<file path="src/design/exec_pkg.sv">
package exec_pkg;

    // ==========================================================
    // Register file and operand geometry
    localparam int REG_COUNT = 8;
    localparam int REG_IDX_W = 3;
    localparam int WORD_W = 16;
    localparam int BYTE_W = 8;
    localparam int PROD_W = 32;
    localparam int ADDR_W = 16;

    // ==========================================================
    // Reset values
    localparam logic [15:0] REG_RESET = 16'h0000;
    localparam logic [3:0] FLAGS_RESET = 4'h0;

    // ==========================================================
    // Peripheral sync clock: the core clock divided by this count
    localparam int SYNC_DIV = 10;
    localparam int SYNC_HALF = SYNC_DIV / 2;
    localparam logic [3:0] SYNC_HALF_CNT = 4'(SYNC_HALF - 1);

    // ==========================================================
    // Operations
    typedef enum logic [1:0] {
        OP_NONE = 2'b00,
        OP_SYNC_STORE = 2'b01,
        OP_MUL = 2'b10
    } op_t;

    typedef struct packed {
        logic n;
        logic z;
        logic v;
        logic c;
    } flags_t;

    typedef struct packed {
        op_t op;
        logic word_size;
        logic [2:0] dest_reg;
        logic [2:0] source_register;
        logic [15:0] src_operand;
        logic [15:0] dest_addr;
    } instr_t;

    typedef struct packed {
        logic [15:0] addr;
        logic [7:0] data;
    } store_t;

endpackage

</file>
<file path="src/design/sync_exec.sv">
module sync_exec
    import exec_pkg::*;
(
    // Clock and reset
    input wire logic i_clk,
    input wire logic i_rst_n,
    // Instruction issue
    input wire logic i_valid,
    input wire instr_t i_instr,
    output logic o_ready,
    output logic o_done,
    // Register file write port for loading operands
    input wire logic i_reg_we,
    input wire logic [2:0] i_reg_idx,
    input wire logic [15:0] i_reg_wdata,
    // Register file read port
    input wire logic [2:0] i_rd_idx,
    output logic [15:0] o_rd_data,
    // Flags
    output flags_t o_flags,
    // Peripheral bus on the sync clock
    output logic o_sync_clk,
    output logic o_per_we,
    output store_t o_per_store
);

    // ==========================================================
    // State
    typedef enum logic [1:0] {
        ST_IDLE = 2'b00,
        ST_WAIT_LOW = 2'b01,
        ST_DRIVE = 2'b10,
        ST_FINISH = 2'b11
    } state_t;

    state_t state;
    state_t next_state;
    logic [15:0] regs [REG_COUNT];
    logic [15:0] next_regs [REG_COUNT];
    flags_t flags;
    flags_t next_flags;
    logic [3:0] div_cnt;
    logic [3:0] next_div_cnt;
    logic sync_clk;
    logic next_sync_clk;
    logic per_we;
    logic next_per_we;
    store_t store;
    store_t next_store;
    logic done;
    logic next_done;
    logic [15:0] rd_data;
    logic [15:0] next_rd_data;

    logic [31:0] product;
    flags_t mul_flags;
    logic sync_fall;
    logic [2:0] odd_reg;

    // ==========================================================
    // Multiplier operands
    // The product is worked out every cycle from the offered
    // instruction; it only lands when a multiply is taken.
    logic [15:0] mul_dest;
    logic [15:0] mul_src;

    assign mul_dest = regs[i_instr.dest_reg];
    assign mul_src = i_instr.src_operand;

    unsigned_mul u_mul (
        .i_dest(mul_dest),
        .i_src(mul_src),
        .i_word_size(i_instr.word_size),
        .o_product(product),
        .o_flags(mul_flags)
    );

    assign odd_reg = i_instr.dest_reg | 3'h1;

    // ==========================================================
    // Sync clock divider: free running so the peripheral sees a
    // steady clock; stores line up with its falling edge.
    always_comb begin
        next_div_cnt = div_cnt + 4'h1;
        next_sync_clk = sync_clk;
        if (div_cnt == SYNC_HALF_CNT) begin
            next_div_cnt = 4'h0;
            next_sync_clk = ~sync_clk;
        end
    end

    assign sync_fall = (div_cnt == SYNC_HALF_CNT) && sync_clk;

    always_ff @(posedge i_clk or negedge i_rst_n) begin
        if (!i_rst_n) begin
            div_cnt <= 4'h0;
            sync_clk <= 1'b0;
        end else begin
            div_cnt <= next_div_cnt;
            sync_clk <= next_sync_clk;
        end
    end

    // ==========================================================
    // Issue decode
    // Only the idle state takes an instruction; anything offered
    // while a store is in flight is dropped, so wait for done.
    // An operation code of none is ignored.
    logic issue;
    logic issue_mul;
    logic issue_store;

    assign issue = i_valid && (state == ST_IDLE);
    assign issue_mul = issue && (i_instr.op == OP_MUL);
    assign issue_store = issue && (i_instr.op == OP_SYNC_STORE);

    // ==========================================================
    // Sequencer
    // Idle, wait for a falling sync edge, drive one period, finish.
    always_comb begin
        next_state = state;
        case (state)
            ST_IDLE: begin
                if (issue_store) begin
                    next_state = ST_WAIT_LOW;
                end
            end
            ST_WAIT_LOW: begin
                // Launch the access on a falling sync edge
                if (sync_fall) begin
                    next_state = ST_DRIVE;
                end
            end
            ST_DRIVE: begin
                // Hold the strobe over one full sync period
                if (sync_fall) begin
                    next_state = ST_FINISH;
                end
            end
            ST_FINISH: begin
                // One cycle so done follows the end of the strobe
                next_state = ST_IDLE;
            end
            default: begin
                next_state = ST_IDLE;
            end
        endcase
    end

    always_ff @(posedge i_clk or negedge i_rst_n) begin
        if (!i_rst_n) begin
            state <= ST_IDLE;
        end else begin
            state <= next_state;
        end
    end

    // ==========================================================
    // Register file
    // A load in the same cycle as a multiply loses to the product.
    // An odd word destination takes both halves in one register and
    // keeps the lower one; software must not rely on that.
    always_comb begin
        for (int i = 0; i < REG_COUNT; i++) begin
            next_regs[i] = regs[i];
        end
        if (i_reg_we && state == ST_IDLE) begin
            next_regs[i_reg_idx] = i_reg_wdata;
        end
        if (issue_mul) begin
            if (i_instr.word_size) begin
                // Upper half to even register
                next_regs[i_instr.dest_reg] =
                    product[31:16];
                next_regs[odd_reg] = product[15:0];
            end else begin
                next_regs[i_instr.dest_reg] = product[15:0];
            end
        end
    end

    always_ff @(posedge i_clk or negedge i_rst_n) begin
        if (!i_rst_n) begin
            for (int i = 0; i < REG_COUNT; i++) begin
                regs[i] <= REG_RESET;
            end
        end else begin
            for (int i = 0; i < REG_COUNT; i++) begin
                regs[i] <= next_regs[i];
            end
        end
    end

    // ==========================================================
    // Condition flags
    // Only a multiply touches the flags; a store leaves them alone.
    always_comb begin
        next_flags = flags;
        if (issue_mul) begin
            next_flags = mul_flags;
        end
    end

    always_ff @(posedge i_clk or negedge i_rst_n) begin
        if (!i_rst_n) begin
            flags <= FLAGS_RESET;
        end else begin
            flags <= next_flags;
        end
    end

    // ==========================================================
    // Peripheral write strobe
    always_comb begin
        next_per_we = per_we;
        if (state == ST_WAIT_LOW && sync_fall) begin
            next_per_we = 1'b1;
        end else if (state == ST_DRIVE && sync_fall) begin
            next_per_we = 1'b0;
        end
    end

    always_ff @(posedge i_clk or negedge i_rst_n) begin
        if (!i_rst_n) begin
            per_we <= 1'b0;
        end else begin
            per_we <= next_per_we;
        end
    end

    // ==========================================================
    // Peripheral address and data
    // Latched at issue and held until the next store, so a slow
    // peripheral may sample them late in the window.
    always_comb begin
        next_store = store;
        if (issue_store) begin
            // Byte operand only; upper bits are not carried
            next_store.addr = i_instr.dest_addr;
            next_store.data =
                regs[i_instr.source_register][7:0];
        end
    end

    always_ff @(posedge i_clk or negedge i_rst_n) begin
        if (!i_rst_n) begin
            store <= '0;
        end else begin
            store <= next_store;
        end
    end

    // ==========================================================
    // Completion pulse
    always_comb begin
        next_done = issue_mul || (state == ST_FINISH);
    end

    always_ff @(posedge i_clk or negedge i_rst_n) begin
        if (!i_rst_n) begin
            done <= 1'b0;
        end else begin
            done <= next_done;
        end
    end

    // ==========================================================
    // Register read port
    // One cycle of latency, readable at any time, even mid-store.
    always_comb begin
        next_rd_data = regs[i_rd_idx];
    end

    always_ff @(posedge i_clk or negedge i_rst_n) begin
        if (!i_rst_n) begin
            rd_data <= REG_RESET;
        end else begin
            rd_data <= next_rd_data;
        end
    end

    assign o_ready = (state == ST_IDLE);
    assign o_done = done;
    assign o_flags = flags;
    assign o_sync_clk = sync_clk;
    assign o_per_we = per_we;
    assign o_per_store = store;
    assign o_rd_data = rd_data;

endmodule

</file>
<file path="src/design/unsigned_mul.sv">
module unsigned_mul
    import exec_pkg::*;
(
    // Operands
    input wire logic [15:0] i_dest,
    input wire logic [15:0] i_src,
    input wire logic i_word_size,
    // Result
    output logic [31:0] o_product,
    output flags_t o_flags
);

    logic [31:0] product;

    always_comb begin
        if (i_word_size) begin
            product = 32'(i_dest) * 32'(i_src);
        end else begin
            product = {16'h0000,
                16'(i_dest[7:0]) * 16'(i_src[7:0])};
        end
        o_product = product;
        if (i_word_size) begin
            o_flags.n = product[31];
        end else begin
            o_flags.n = product[15];
        end
        o_flags.z = (product == 32'h0000_0000);
        o_flags.v = 1'b0;
        o_flags.c = 1'b0;
    end

endmodule

</file>
<file path="config.mk">
export PLATFORM = sky130hd
export DESIGN_NAME = sync_exec
export DESIGN_NICKNAME = d
export VERILOG_FILES = /design/src/design/exec_pkg.sv /design/src/design/sync_exec.sv /design/src/design/unsigned_mul.sv
export SDC_FILE = /design/constraint.sdc
export NUM_CORES = 1
export LEC_CHECK = 0
export BUFFER_PORTS_ARGS = -buffer_cell sky130_fd_sc_hd__clkbuf_2
export CAP_MARGIN = 30
export CORE_UTILIZATION = 55
export CTS_CLUSTER_DIAMETER = 200
export CTS_CLUSTER_SIZE = 12
export DETAILED_ROUTE_END_ITERATION = 7
export GPL_TIMING_DRIVEN = 0
export PLACE_DENSITY = 0.81
export SYNTH_ARGS = -nofsm -noshare
export SYNTH_HDL_FRONTEND = slang
export SYNTH_SLANG_ARGS = --single-unit
export TNS_END_PERCENT = 20
</file>
<file path="constraint.sdc">
create_clock -name i_clk -period 11.8 [get_ports i_clk]
set_input_delay 1.77 -clock i_clk [delete_from_list [all_inputs] [get_ports i_clk]]
set_output_delay 1.77 -clock i_clk [all_outputs]
set_load 0.02 [all_outputs]
</file>
Word level (Yosys, flattened, before mapping)
Cells that the tools add are included.
{"block": "totals", "ff_bits": 179, "latch_bits": 0, "ramBits": 0, "rom_bits": 0, "inputBits": 67, "output_inout_bits": 48, "wordCells": 90, "memories": 0}
{"block": "classes", "addsub": 1, "mul": 2, "div_mod_pow": 0, "magnitude_cmp": 8, "n_eq_ne": 9, "n_shift": 0, "mux": 31, "bitwise": 6, "reduce_logical": 15}
{"cell": "bitwise mux 128 bit", "count": 4}
{"cell": "2-to-1 mux 128 bit", "count": 3}
{"cell": "binary-select mux 16 bit (select 3 bit)", "count": 3}
{"cell": "demux 16 bit (select 3 bit)", "count": 3}
{"cell": "2-to-1 mux 16 bit", "count": 7}
{"cell": "logical NOT 32 bit", "count": 1}
{"cell": "multiplier 16 x 16 -> 32 bit", "count": 1}
{"cell": "2-to-1 mux 32 bit", "count": 1}
{"cell": "greater-or-equal comparator 4 bit, second input constant", "count": 5}
{"cell": "inverter 3 -> 4 bit", "count": 5}
{"cell": "multiplier 8 x 8 -> 16 bit", "count": 1}
{"cell": "2-to-1 mux 8 bit", "count": 2}
{"cell": "< comparator 4 x 1 -> 1 bit, second input constant", "count": 3}
{"cell": "logical AND 1 bit", "count": 10}
{"cell": "case mux 2 bit (4 select lines)", "count": 1}
{"cell": "== test 2 bit, second input constant", "count": 3}
{"cell": "2-to-1 mux 2 bit", "count": 3}
{"cell": "adder 4 x 1 -> 4 bit, second input constant", "count": 1}
{"cell": "== test 2 x 1 -> 1 bit, second input constant", "count": 2}
{"cell": "== test 4 x 3 -> 1 bit, second input constant", "count": 1}
{"cell": "2-to-1 mux 4 bit", "count": 1}
{"cell": "inequality test 2 bit, second input constant", "count": 2}
{"cell": "2-to-1 mux 1 bit", "count": 3}
{"cell": "AND reduction 3 bit", "count": 1}
{"cell": "other kinds (5)", "count": 5}

Depth between registers and ports, before layout
{"block": "logic_depth", "ltp_word": 11, "depth_mapped": 35, "depth_no_buf": 31}

Cells and area by module
A second synthesis with hierarchy kept.
{"block": "unflattened", "hier_cells": 2457, "hier_area_um2": 22253.8}
{"module": "sync_exec", "n_inst": 1, "cells_per_inst": 1188, "area_each_um2": 11407.2, "seq_area_each_um2": 4529.3}
{"module": "unsigned_mul", "n_inst": 1, "cells_per_inst": 1269, "area_each_um2": 10846.7, "seq_area_each_um2": 0.0}

Worst setup path after synthesis
Ideal clock, no wire load.
{"block": "synth_path", "path_type": "input to register", "startpoint": "input i_instr[35] in the netlist's numbering", "endpoint": "register flags, in the netlist o_flags[2]", "setup_ps": 76, "arrival_time_ps": 8548, "required_ps": 11724, "setup_slack_ps": 3176, "cell_stages": 28, "path_buffers": 5, "cell_sequence": "buf_2 > buf_2 > clkbuf_1 > buf_2 > a221oi_1 > o22ai_1 > clkbuf_1 > nand2_1 > fa_1 > inv_1 > fa_1 > fa_1 > fa_1 > fa_1 > inv_1 > fa_1 > inv_1 > ha_1 > a21oi_1 > nand2_1 > a221oi_1 > o21a_4 > mux2i_1 > nor4_1 > nand4_1 > nand4b_1 > nand4bb_1 > o21ai_1"}
{"block": "synth_between", "elab_chain_cells": 7, "word_cells_on_any_way": 8, "cone_classes": "2 x mul; 4 x mux; 1 x bitwise; 1 x reduce/logical"}
{"item": "from (decl)", "line_no": "sync_exec.sv:9", "text": "input wire instr_t i_instr,"}
{"item": "inverter 3 -> 4 bit (not written as such) (*)", "line_no": "sync_exec.sv:67", "text": "assign mul_dest = regs[i_instr.dest_reg];"}
{"item": "binary-select mux 16 bit (select 3 bit) (*)", "line_no": "sync_exec.sv:67"}
{"item": "2-to-1 mux 16 bit (not written as such) (*) (2 in series)", "line_no": "sync_exec.sv:67"}
{"item": "multiplier 16 x 16 -> 32 bit / multiplier 8 x 8 -> 16 bit (equally long branches)", "line_no": "unsigned_mul.sv:17, unsigned_mul.sv:20"}
{"item": "2-to-1 mux 32 bit (*)", "line_no": "unsigned_mul.sv:16", "text": "if (i_word_size) begin"}
{"item": "logical NOT 32 bit (*)", "line_no": "unsigned_mul.sv:28", "text": "o_flags.z = (product == 32'h0000_0000);"}
{"item": "to (signal assigned)", "line_no": "sync_exec.sv:208", "text": "flags <= next_flags;"}
{"item": "to (decl)", "line_no": "sync_exec.sv:40", "text": "flags_t flags;"}
Mark *: on every way between the ends. The rest lies on a longest branch, timed or not. The select of a mux whose other input is x is not followed.
A chain may end at the register's enable or synchronous reset.

==> impl_results.md <==
* CTS Buf Count at 17
* Fmax at 0.09510 GHz
* Reg2reg path depth at 24
* Overall routed net length at 68330 um
* Hold depth at 2
* RR Startpoint: regs[97]$_DFF_PN0_
* Avg Vias per Cell at 6.369
* Clk_lat worst skew at 460 ps
* Status: completed
* Finished Layout Cells at 2839
* Predominant post-synthesis flop cell: dfrtp_1
* Via count at 18.08k
* IO buf count at 87
* Placed cells at 2800
* # resized after CTS at 0
* Nets@finish at 2755
* Post-CTS Setup Inserts at 0
* Mapped Cells at 2188
* TritonRoute pass-1 iters at 6
* 1st-iter DRT viols at 2314
* Clock sink total at 179
* Commonest cells in the netlist: 299 x inv_1, 286 x nand2_1, 230 x fa_1
* Hold path startpoint: o_per_store[4]$_DFFE_PN0P_
* Post-Syn Area at 20930 um^2
* Std cell rows at 71
* Synth area leader: fa_1
* Min-Delay Path Class: flop to flop
* Worst slack at placement at 1065 ps
* H-Tree Level Count at 4
* Critical path class: primary input to flop
* WP data required at 12110 ps
* Worst flop-to-flop path endpoint: regs[120]$_DFF_PN0_
* CTS Buffer Depth at 2
* Clock Pin Slew Worst Setup and Hold Paths at 70 ps
* Period utilization at 0.8911
* Min-Delay Endpoint: o_per_store[4]$_DFFE_PN0P_
* Chip Width at 197.1 um
* Min Hold Slack at 485.5 ps
* Number of hold buffers added after CTS at 0
* Post-synthesis sequential area ratio at 0.2140
* Drt drc at 0
* CP arrival at 10820 ps
* Fin. Hold Viols at 0
* Startpoint type of the worst setup path: primary input
* FF+latch count, synth at 179
* Number of global-route vias before repair at 18.19k
* EDFF count, synth at 0
* Io pins at 115
* Filler Cell Count at 3101
* Reg2Reg Setup Slack at 3530 ps
* Root Driver: clkbuf_16
* Worst slew pin tran at 1279 ps
* Crit-path max FO at 10
* Routed Antenna Nets at 0
* Initial Util at 0.5571
* CTS tree: done
* Slew headroom at 0.1476
* Library cells used by synthesis at 74
* Asr flop ratio synth at 1.000
* Initial antenna violation count at 2
* Post-DP HPWL at 51600 um
* Max-Cap Viols at 0
* Most frequent cell after synthesis: inv_1
* Die height at 197.1 um
* Largest net degree at the start of global routing at 99
* Final worst setup slack at 1285 ps
* Setup crit end kind: flop
* Proportion of layout cells with a drive suffix above 1 at 0.1209
* Die ar. at 38840 um^2
* Final Max Tran Viols at 0
* Congestion Overflow GR at 0
* RSZ-0062 raised after global routing: false
* Tot GR Track Use at 0.3597
* Core area at 37580 um^2
* Synth-to-Final Area Change at 8.805%
* Synth warnings at 0
* Synth Area per Inst at 9.567 um^2
* Multi-input logic area at 14800 um^2
* Ranking of synthesized cells by area: fa_1 22%, dfrtp_1 21%, ha_1 8.7%
* Drt wl/cell at 24.07 um
* Min Tclk post-route at 10520 ps
* Final TNS setup at 0 ps
* Final Wtd Congestion at 1.034
* Final Setup Violations at 0
* Synth top area share at 0.2200
* Reg area at 4479 um^2
* Global-route wire length before repair at 104100 um
* Clock skew at 19.13 ps
## logic make-up after synthesis
| family | count (synthesis) | share of synthesized area |
|---|---|---|
| other | 1 | 0.0001791 |
| AOI/OAI and AO/OA | 359 | 0.1079 |
| muxes | 219 | 0.1429 |
| xor gates and xnor gates | 36 | 0.01506 |
| DFF | 179 | 0.2140 |
| buffers and inverters | 436 | 0.07938 |
| and+or+nand+nor | 583 | 0.1339 |
| adders and majority gates | 375 | 0.3066 |
## cells in the final DEF (no fill, tap or decap), drive strengths merged, types with 20 or more instances in the layout
cell type	instances
nand2	286
a21o	21
a21oi	90
dfrtp	179
buf	53
and2	105
fa	230
clkbuf	209
o21ai	115
nor2	60
mux2i	102
nor2b	60
mux2	59
mux4	58
a211oi	46
ha	145
inv	302
xnor2	20
## sequential cells by signal, summed over array words and instances (netlist names)
| register | cells |
|---|---|
| o_sync_clk | 1 |
| div_cnt | 4 |
| o_flags | 2 |
| o_rd_data | 16 |
| o_done | 1 |
| o_per_we | 1 |
| o_per_store | 24 |
| state | 2 |
| regs | 128 |
## metrics by stage
stage,instance area (um^2),util
6_report,22780,0.6061
5_1_grt,22770,0.6059
4_1_cts,22720,0.6045
3_5_place_dp,22170,0.5900
3_3_place_gp,22010,0.5858
2_1_floorplan,20940,-
## area by class of cell
class	instances	share of cell area
multi-input cells	1574	0.6496
flip-flops and latches	179	0.1967
inverters	300	0.04944
repair buffers	105	0.02840
well taps	511	0.02807
plain buffers	136	0.02351
clock buffers	21	0.02066
clock inverters	10	0.003296
diodes	3	0.0003296
## worst max-delay path: stages
cell      delay (ps)
buf_2            200
buf_2            350
clkbuf_1         730
buf_2            450
a221oi_1          90
o22ai_1          800
clkbuf_1         550
nand2_1          160
fa_1             500
fa_1             500
inv_1             60
fa_1             510
inv_1             60
fa_1             480
fa_1             400
fa_1             550
inv_1             50
ha_1             260
clkbuf_2         160
a211o_1          330
a21oi_1          220
nand4_1          120
o21ai_1          440
o21bai_1         160
xor2_1           190
a21oi_1          550
o21ai_0          170
## per-layer routing
metal / GRT usage / vias up / wire [um]
met5: 0 / - / 0
met4: 0.2127 / 0 / 4588
met3: 0.1139 / 333 / 9231
met2: 0.5367 / 1354 / 30200
met1: 0.4602 / 8896 / 24310
li1: - / 7499 / -
## how the worst max path moves through the flow
stage | start | to | slack (ps) | depth (start not counted)
2_1_floorplan | i_instr[35] | o_flags[2]$_DFFE_PN0P_ | 3180 | 28
3_3_place_gp | i_instr[37] | regs[120]$_DFF_PN0_ | 1160 | 27
3_5_place_dp | i_instr[37] | regs[120]$_DFF_PN0_ | 1060 | 27
4_1_cts | i_instr[37] | regs[120]$_DFF_PN0_ | 1500 | 27
5_1_grt | i_instr[35] | regs[120]$_DFF_PN0_ | 1010 | 27
6_report | i_instr[35] | regs[120]$_DFF_PN0_ | 1280 | 27
Power is left out: the tool's default activity adds up to more than one toggle a clock period on the data nets, which glitch-free logic cannot reach.
